## config.mk

```make
export PLATFORM = sky130hd
export DESIGN_NAME = ebarb_arbiter
export DESIGN_NICKNAME = d
export VERILOG_FILES = /design/src/ebarb_pkg.sv /design/src/ebarb_sync.sv /design/src/ebarb_arbiter.sv
export SDC_FILE = /design/constraint.sdc
export NUM_CORES = 1
export LEC_CHECK = 0
export ABC_AREA = 1
export BUFFER_PORTS_ARGS = -buffer_cell sky130_fd_sc_hd__buf_2
export CELL_PAD_IN_SITES_DETAIL_PLACEMENT = 1
export CELL_PAD_IN_SITES_GLOBAL_PLACEMENT = 2
export CORE_MARGIN = 2
export CORE_UTILIZATION = 26
export DETAILED_ROUTE_END_ITERATION = 10
export PLACE_DENSITY_LB_ADDON = 0.1
export SKIP_CTS_REPAIR_TIMING = 1
export SYNTH_ARGS = -nofsm -noshare
export SYNTH_HDL_FRONTEND = slang
export SYNTH_SLANG_ARGS = --single-unit
```

## constraint.sdc

```tcl
create_clock -name clk -period 1.5 [get_ports clk]
set_input_delay 0.15 -clock clk [delete_from_list [all_inputs] [get_ports clk]]
set_output_delay 0.15 -clock clk [all_outputs]
set_load 0.01 [all_outputs]
```

## src/ebarb_pkg.sv

```systemverilog
package ebarb_pkg;

    localparam logic [1:0] EBARB_MODE_NORMAL = 2'h0;
    localparam logic [1:0] EBARB_MODE_SLAVE = 2'h1;
    localparam logic [1:0] EBARB_MODE_COMPANION = 2'h2;

    localparam logic [1:0] EBARB_SHOW_OFF = 2'h0;
    localparam logic [1:0] EBARB_SHOW_NOGRANT = 2'h1;
    localparam int EBARB_SHOW_FULL_BIT = 1;

    localparam int EBARB_ID_W = 3;
    localparam int EBARB_NMASTERS = 3;
    localparam int EBARB_SYNC_STAGES = 2;

    localparam logic [1:0] EBARB_SIZE_LONG = 2'h0;
    localparam logic [1:0] EBARB_SIZE_BYTE = 2'h1;
    localparam logic [1:0] EBARB_SIZE_WORD = 2'h2;
    localparam logic [1:0] EBARB_SIZE_THREE = 2'h3;
    localparam logic [1:0] EBARB_PORT_8 = 2'h2;
    localparam logic [1:0] EBARB_PORT_16 = 2'h1;
    localparam logic [1:0] EBARB_PORT_32 = 2'h0;

    typedef struct packed {
        logic [1:0] mode;
        logic sync_arb_timing;
        logic [1:0] show_cycle_sel;
        logic [EBARB_ID_W-1:0] companion_priority_id;
        logic [EBARB_ID_W-1:0] bus_clear_in_level;
    } ebarb_cfg_t;

    typedef struct packed {
        logic address_strobe_n;
        logic locked_rmw_n;
        logic bus_error_n;
        logic [1:0] port_width_ack_n;
        logic [1:0] transfer_size;
        logic cycle_active;
        logic operand_last_hint;
        logic internal_access;
        logic external_access;
    } ebarb_bus_t;

    typedef struct packed {
        logic bus_request_n;
        logic grant_acknowledge_n;
        logic bus_grant_n;
        logic bus_clear_in_n;
    } ebarb_pins_t;

endpackage : ebarb_pkg

```

## src/ebarb_sync.sv

```systemverilog
`timescale 1ns/10ps
module ebarb_sync
    import ebarb_pkg::*;
#(
    parameter int WIDTH = 4,
    parameter logic [WIDTH-1:0] RESET_VAL = '1
) (
    input wire logic clk,
    input wire logic rst,
    input wire logic [WIDTH-1:0] d,
    output logic [WIDTH-1:0] q
);
    logic [WIDTH-1:0] meta_reg;
    logic [WIDTH-1:0] q_reg;

    // two flops; first stage feeds only the second
    always_ff @(posedge clk) begin
        if (rst) begin
            meta_reg <= RESET_VAL;
            q_reg <= RESET_VAL;
        end else begin
            meta_reg <= d;
            q_reg <= meta_reg;
        end
    end

    assign q = q_reg;

endmodule : ebarb_sync

```

## src/ebarb_arbiter.sv

```systemverilog
`timescale 1ns/10ps
// Contract
// - on external request, release bus after finishing any started cycle
// - request withdrawn before acknowledge: keep mastership, no release
// - multi-cycle operand keeps the bus until all cycles complete
// - synchronous timing allows grant one clock after request
// - withhold grant until final cycle per transfer size and port acks
// - locked read-modify-write blocks grant and ignores requests; bus error aborts
// - show 1x waits internal access end; 00 grants; 01 never grants
// - acknowledging master owns bus until negation; device then resumes
// - first own cycle after acknowledge negates: sync one clock, show 1x adds one (here show 1x delays only the return to idle, not ownership)
// - request still asserted with acknowledge means prepare another grant
// - asynchronous inputs synchronized within two clocks before use
// - float outputs on edge after strobe and lock both negate
// - states change on edge after input valid; grant follows state
// - idle state zero with grant and float negated while master
// - slave mode: request, wait grant with acknowledge negated, then acknowledge
// - slave mode drives acknowledge only while owning, else three-stated
// - companion mode: grant held idle; take bus via busy; release reverses
// - companion priority decides ties and preemption while busy
// - bus clear in clears internal masters with ID below level
// - slave mode forces show field 00; sync acknowledge after one clock
// - slave mode requests bus only for external accesses
module ebarb_arbiter
    import ebarb_pkg::*;
(
    input wire logic clk,
    input wire logic rst,
    input wire ebarb_cfg_t cfg,
    input wire ebarb_bus_t bus,
    input wire ebarb_pins_t pins_in,
    input wire logic [EBARB_NMASTERS-1:0] master_req,
    input wire logic [EBARB_NMASTERS*EBARB_ID_W-1:0] master_id,
    output logic bus_request_n_o,
    output logic bus_request_n_oe,
    output logic bus_grant_n_o,
    output logic grant_acknowledge_n_o,
    output logic grant_acknowledge_n_oe,
    output logic bus_busy_n_o,
    output logic bus_busy_n_oe,
    output logic bus_float,
    output logic device_owns_bus,
    output logic [EBARB_NMASTERS-1:0] master_clear
);
    typedef enum logic [2:0] {
        EBARB_ST_IDLE, EBARB_ST_PEND, EBARB_ST_GRANT, EBARB_ST_EXT, EBARB_ST_REGRANT, EBARB_ST_RETURN
    } ebarb_state_t;
    typedef enum logic [1:0] {
        EBARB_SL_IDLE, EBARB_SL_REQ, EBARB_SL_OWN
    } ebarb_slave_t;
    typedef enum logic [1:0] {
        EBARB_CP_IDLE, EBARB_CP_OWN, EBARB_CP_GIVE
    } ebarb_comp_t;

    ebarb_state_t state_reg, state_next;
    ebarb_slave_t sl_reg, sl_next;
    ebarb_comp_t cp_reg, cp_next;

    logic [3:0] sync_d, sync_q;
    logic req_a, ack_a, grant_a, clr_a;
    logic grant_term, float_term;
    logic operand_done, safe_point, show_ok, lock_hold;
    logic need_ext, any_master, slave_mode, comp_mode, normal_mode;
    logic [1:0] show_eff;
    logic return_wait_reg, return_wait_next;
    logic float_reg, float_next;
    logic grant_n_reg, br_n_reg, br_oe_reg, ga_n_reg, ga_oe_reg, bb_n_reg, bb_oe_reg;
    logic owns_reg;
    logic [EBARB_NMASTERS-1:0] clear_reg, clear_next;
    logic comp_wins;

    function automatic logic last_cycle(input logic [1:0] size, input logic [1:0] ack_n);
        logic [1:0] ack;
        ack = ~ack_n;
        if (ack == EBARB_PORT_32)
            return 1'b0;
        if (ack == ~EBARB_PORT_32)
            return 1'b1;
        if (ack == ~EBARB_PORT_16)
            return (size == EBARB_SIZE_BYTE) || (size == EBARB_SIZE_WORD);
        return size == EBARB_SIZE_BYTE;
    endfunction : last_cycle

    function automatic logic id_below(input logic [EBARB_ID_W-1:0] id, input logic [EBARB_ID_W-1:0] lvl);
        return id < lvl;
    endfunction : id_below

    // synchronise the pin inputs
    assign sync_d = {pins_in.bus_request_n, pins_in.grant_acknowledge_n, pins_in.bus_grant_n,
                     pins_in.bus_clear_in_n};
    ebarb_sync #(.WIDTH(4), .RESET_VAL(4'hF)) u_sync (
        .clk(clk),
        .rst(rst),
        .d(sync_d),
        .q(sync_q)
    );

    // synchronous timing bypasses the synchroniser delay for request, acknowledge and grant; bus clear in always uses it
    assign req_a = cfg.sync_arb_timing ? ~pins_in.bus_request_n : ~sync_q[3];
    assign ack_a = cfg.sync_arb_timing ? ~pins_in.grant_acknowledge_n : ~sync_q[2];
    assign grant_a = cfg.sync_arb_timing ? ~pins_in.bus_grant_n : ~sync_q[1];
    assign clr_a = ~sync_q[0];

    assign normal_mode = cfg.mode == EBARB_MODE_NORMAL;
    assign slave_mode = cfg.mode == EBARB_MODE_SLAVE;
    assign comp_mode = cfg.mode == EBARB_MODE_COMPANION;
    // slave mode forces show cycles off
    assign show_eff = slave_mode ? EBARB_SHOW_OFF : cfg.show_cycle_sel;

    // operand boundary: idle or final cycle of operand
    assign operand_done = ~bus.cycle_active
        || (bus.operand_last_hint && last_cycle(bus.transfer_size, bus.port_width_ack_n));
    // locked sequence holds grant unless aborted by bus error
    assign lock_hold = ~bus.locked_rmw_n && bus.bus_error_n;
    // show cycle gating of grant
    assign show_ok = (show_eff == EBARB_SHOW_NOGRANT) ? 1'b0 :
                     show_eff[EBARB_SHOW_FULL_BIT] ? ~bus.internal_access : 1'b1;
    assign safe_point = operand_done && ~lock_hold && show_ok;

    // grant and float terms per state
    assign grant_term = (state_reg == EBARB_ST_GRANT) || (state_reg == EBARB_ST_REGRANT);
    assign float_term = (state_reg != EBARB_ST_IDLE) && (state_reg != EBARB_ST_PEND)
                        && (state_reg != EBARB_ST_RETURN);

    always_comb begin
        state_next = state_reg;
        return_wait_next = 1'b0;
        unique case (state_reg)
            EBARB_ST_IDLE: begin
                // requests ignored during locked sequence
                if (normal_mode && (req_a || ack_a) && ~lock_hold)
                    state_next = (req_a && safe_point) ? EBARB_ST_GRANT : EBARB_ST_PEND;
            end
            EBARB_ST_PEND: begin
                if (ack_a)
                    state_next = EBARB_ST_EXT;
                else if (~req_a)
                    state_next = EBARB_ST_IDLE;
                else if (safe_point)
                    state_next = EBARB_ST_GRANT;
            end
            EBARB_ST_GRANT: begin
                if (ack_a)
                    state_next = EBARB_ST_EXT;
                else if (~req_a)
                    state_next = EBARB_ST_IDLE;
            end
            EBARB_ST_EXT: begin
                if (~ack_a)
                    state_next = req_a ? EBARB_ST_REGRANT : EBARB_ST_RETURN;
                else if (req_a)
                    state_next = EBARB_ST_REGRANT;
            end
            EBARB_ST_REGRANT: begin
                if (ack_a && ~req_a)
                    state_next = EBARB_ST_EXT;
                else if (~ack_a && ~req_a)
                    state_next = EBARB_ST_RETURN;
            end
            EBARB_ST_RETURN: begin
                // show 1x adds a clock before returning to idle; ownership is not delayed
                if (show_eff[EBARB_SHOW_FULL_BIT] && ~return_wait_reg)
                    return_wait_next = 1'b1;
                else
                    state_next = EBARB_ST_IDLE;
            end
            default: state_next = EBARB_ST_IDLE;
        endcase
    end

    // float after strobe and lock both negate
    assign float_next = float_term && (float_reg || (bus.address_strobe_n && bus.locked_rmw_n));

    // slave mode: request only for external access
    assign need_ext = bus.external_access && |master_req;
    always_comb begin
        sl_next = sl_reg;
        unique case (sl_reg)
            EBARB_SL_IDLE: if (slave_mode && need_ext) sl_next = EBARB_SL_REQ;
            EBARB_SL_REQ: begin
                if (grant_a && ~ack_a)
                    sl_next = EBARB_SL_OWN;
                else if (~need_ext)
                    sl_next = EBARB_SL_IDLE;
            end
            EBARB_SL_OWN: if (~need_ext && operand_done) sl_next = EBARB_SL_IDLE;
            default: sl_next = EBARB_SL_IDLE;
        endcase
    end

    // companion priority decides ties and preemption
    assign any_master = |master_req;
    assign comp_wins = cfg.companion_priority_id > cfg.bus_clear_in_level;
    always_comb begin
        cp_next = cp_reg;
        unique case (cp_reg)
            EBARB_CP_IDLE: begin
                if (comp_mode && any_master && (~req_a || ~comp_wins))
                    cp_next = EBARB_CP_OWN;
            end
            EBARB_CP_OWN: begin
                if (~any_master || (req_a && comp_wins && operand_done && ~lock_hold))
                    cp_next = EBARB_CP_GIVE;
            end
            EBARB_CP_GIVE: cp_next = EBARB_CP_IDLE;
            default: cp_next = EBARB_CP_IDLE;
        endcase
    end

    // bus clear in clears lower-id masters
    always_comb begin
        for (int i = 0; i < EBARB_NMASTERS; i++) begin
            clear_next[i] = clr_a && master_req[i]
                && id_below(master_id[i*EBARB_ID_W +: EBARB_ID_W], cfg.bus_clear_in_level);
        end
    end

    always_ff @(posedge clk) begin
        if (rst) begin
            state_reg <= EBARB_ST_IDLE;
            sl_reg <= EBARB_SL_IDLE;
            cp_reg <= EBARB_CP_IDLE;
            return_wait_reg <= 1'b0;
            float_reg <= 1'b0;
            clear_reg <= '0;
        end else begin
            state_reg <= state_next;
            sl_reg <= sl_next;
            cp_reg <= cp_next;
            return_wait_reg <= return_wait_next;
            float_reg <= float_next;
            clear_reg <= clear_next;
        end
    end

    // registered pin drivers
    always_ff @(posedge clk) begin
        if (rst) begin
            grant_n_reg <= 1'b1;
            br_n_reg <= 1'b1;
            br_oe_reg <= 1'b0;
            ga_n_reg <= 1'b1;
            ga_oe_reg <= 1'b0;
            bb_n_reg <= 1'b1;
            bb_oe_reg <= 1'b0;
            owns_reg <= 1'b1;
        end else begin
            // companion idle holds grant; normal follows state
            grant_n_reg <= comp_mode ? (cp_reg == EBARB_CP_OWN) : ~(normal_mode && grant_term);
            br_n_reg <= ~(sl_reg == EBARB_SL_REQ);
            br_oe_reg <= slave_mode;
            ga_n_reg <= ~(sl_reg == EBARB_SL_OWN);
            ga_oe_reg <= sl_reg == EBARB_SL_OWN;
            bb_n_reg <= ~(cp_reg == EBARB_CP_OWN);
            bb_oe_reg <= cp_reg == EBARB_CP_OWN;
            owns_reg <= normal_mode ? ~float_term : (slave_mode ? sl_reg == EBARB_SL_OWN : cp_reg == EBARB_CP_OWN);
        end
    end

    assign bus_grant_n_o = grant_n_reg;
    assign bus_request_n_o = br_n_reg;
    assign bus_request_n_oe = br_oe_reg;
    assign grant_acknowledge_n_o = ga_n_reg;
    assign grant_acknowledge_n_oe = ga_oe_reg;
    assign bus_busy_n_o = bb_n_reg;
    assign bus_busy_n_oe = bb_oe_reg;
    assign bus_float = float_reg;
    assign device_owns_bus = owns_reg;
    assign master_clear = clear_reg;

endmodule : ebarb_arbiter

```

==> results.py <==
metrics = {
    "run_status": {
        "status": "completed",
    },
    "timing": {
        "setup_viol": 0,
        "period_minus_slack_ns": 1.37,
        "slew_violations": 0,
        "hold_viol": 0,
        "tightest_slew_ns": 0.415,
        "maxSlewHeadroom": 0.723,
        "max_freq_ghz": 0.731,
        "tns_ns": 0,
        "fin_skew_ns": 0.00718,
        "rsz0062_at_grt": "false",
        "post-route-period-util": 0.912,
    },
    "drt": {
        "via_per_inst": 4.36,
        "totalWireLength_mm": 4.09,
        "route.antenna.remaining_nets": 0,
        "dr.pass1.iters": 4,
        "drcViolationCount": 0,
        "vias": 1507,
        "wire_per_inst_um": 11.8,
        "drt-initial-drc-count": 39,
    },
    "pwr": {
        "p_seq_frac": 0.408,
        "power_density_nw_per_um2": 999,
        "internal_power_mw": 1.37,
        "power_frac_comb": 0.282,
        "max-vdd-ir-drop_v": 0.000541,
        "swShare": 0.305,
        "power_switching_mw": 0.604,
        "power_leakage_nw": 1.01,
        "clockPowerShare": 0.310,
    },
    "clock_tree": {
        "clockBufferDepth": 2,
        "insertion_delay_ns": 0.28,
        "cts_sinks": 28,
        "cts_made_buffers": 3,
        "path_clk_slew_ns": 0.11,
        "htree_levels": 1,
        "cts_root_buffer": "clkbuf_8",
        "cts_tree": "done",
    },
    "synth": {
        "synth_edf_count": 0,
        "synth_cell_types": 28,
        "netlist_instances": 216,
        "ys_ff_latch": 28,
        "avgSynthCellArea_um2": 7.06,
        "synthArstFlopShare": 0,
        "syn_nets": 266,
        "synth_ff_type": "dfxtp_1",
        "synth-seq-area-share": 0.368,
        "netlist_area_um2": 1520,
        "yosysWarnings": 0,
    },
    "floorplanning": {
        "dieArea_um2": 6490,
        "initial_core_util": 0.273,
        "core_area_um2": 5570,
        "die_x_um": 80.6,
        "rows": 27,
        "ios": 52,
        "fp.dieH_um": 80.6,
    },
    "setup_path": {
        "cp.required_ns": 1.67,
        "start_kind": "register",
        "rrSetupSlack_ns": 0.13,
        "cp-end-kind": "register",
        "crit_family": "simple AND/OR/NAND/NOR gates",
        "crit_chain": "nor2_1 > nand2_1 > inv_1 > nand3_1 > nand3_1 > nor2_1 > nand2_1 > nand2_1 > a21oi_2",
        "critical-path-slowest-cell": "dfxtp_1",
        "crit_buf_inv": 1,
        "crit_fanout": 6,
        "cpMostUsedCell": "nand2_1",
        "critPathMaxStageDelay_ns": 0.46,
        "crit_arrival_ns": 1.53,
        "path_class": "register to register",
    },
    "place": {
        "globalplace.congestion": 0.692,
        "io_buffers": 51,
        "dp_cells": 342,
        "hpwl_mm": 3.46,
    },
    "finish": {
        "regArea_um2": 562,
        "syn2layout_area_growth_pct": 29.9,
        "stdcell_count": 346,
        "n_antenna_cell": 0,
        "finalNetCount": 325,
        "multi_input_area_um2": 828,
        "nFillCells": 729,
        "drive_gt1_frac": 0.321,
    },
    "worst_hold_path": {
        "hp-class": "primary input to register",
    },
    "global_routing": {
        "antenna_found_initial": 0,
        "grt_usage": 0.135,
        "grt_max_degree": 23,
        "grt_first_pass_wirelength_mm": 6.82,
        "grt_pass1_vias": 1517,
        "gr-total-overflow": 0,
    },
    "run": {
        "max-cap-violations": 0,
    },
}
==> cell families after synthesis <==
| group | Yosys count | synth area share |
|---|---|---|
| DFF | 28 | 0.368 |
| adders and majority gates | 10 | 0.0821 |
| buffers and inverters | 38 | 0.0936 |
| AOI/OAI and AO/OA | 26 | 0.0952 |
| and+or+nand+nor | 114 | 0.361 |
==> synthesized netlist by cell type, drive strengths merged (2+ instances only) <==
master / count / share of area
nand2: 50 / 0.15
a21oi: 13 / 0.045
nor2: 31 / 0.089
nor3: 5 / 0.016
o21ai: 8 / 0.026
nand4: 3 / 0.012
dfxtp: 28 / 0.37
or2: 8 / 0.033
inv: 35 / 0.086
nor4: 2 / 0.0082
o21bai: 2 / 0.0098
ha: 10 / 0.082
nand3: 14 / 0.049
==> cell usage in the layout (no fill, tap or decap), types with 3 or more instances in the layout <==
cell / instances
a21oi_1: 12
buf_2: 51
buf_4: 5
clkbuf_8: 3
dfxtp_1: 27
ha_1: 10
inv_1: 33
nand2_1: 41
nand2_2: 6
nand2_4: 3
nand3_1: 12
nand4_1: 3
nor2_1: 26
nor2_2: 3
nor3_1: 5
o21ai_0: 7
or2_2: 8
==> worst reg2reg max path, cell delays in order (launching register included) <==
cell     delay [ns]
dfxtp_1        0.46
nor2_1         0.08
nand2_1        0.13
inv_1          0.09
nand3_1        0.08
nand3_1        0.08
nor2_1         0.10
nand2_1        0.08
nand2_1        0.09
a21oi_2        0.06
==> path summary, 6_finish.rpt <==
kind,from,to,cells past startpoint
worst max register to register,state_reg[2],state_reg[1],9
worst min-delay path,pins_in[0],u_sync.meta_reg[0],2
worst max-delay path,state_reg[2],state_reg[1],9
worst min register to register,u_sync.meta_reg[3],u_sync.q[3],1
==> per-layer routing <==
layer | track usage | vias to the layer above | share of wire
met4 | 0.0356 | 0 | 0.012
met1 | 0.172 | 662 | 0.48
met3 | 0.0225 | 5 | 0.065
li1 | - | 797 | -
met5 | 0 | - | 0
met2 | 0.233 | 43 | 0.44
==> power groups by stage <==
stage	combinational (mW)	sequential [mW]	clock, mW
2_1_floorplan	0.350	0.824	0
3_3_place_gp	0.559	0.820	0
3_5_place_dp	0.559	0.820	0
4_1_cts	0.561	0.803	0.640
5_1_grt	0.640	0.812	0.668
6_report	0.558	0.806	0.613
==> stage by stage <==
step,cell area [µm²],hold WS [ns],power [mW],util,setup slack [ns]
final,1980,0.0445,1.98,0.355,0.132
after global routing,1980,0.0514,2.12,0.355,0.0167
after CTS,1970,0.0344,2.00,0.354,0.0667
after detailed placement,1900,0.336,1.38,0.341,0.0312
after global placement,1900,0.333,1.38,0.341,0.0519
after floorplan,1520,0.233,1.17,-,0.297
==> final cells by class <==
class / instances / area share
repair buffers: 56 / 0.148
clock inverters: 1 / 0.0152
well taps: 72 / 0.0455
multi-input cells: 150 / 0.418
clock buffers: 3 / 0.0209
flip-flops and latches: 28 / 0.284
inverters: 36 / 0.0683
(Power assumes the default switching activity.)
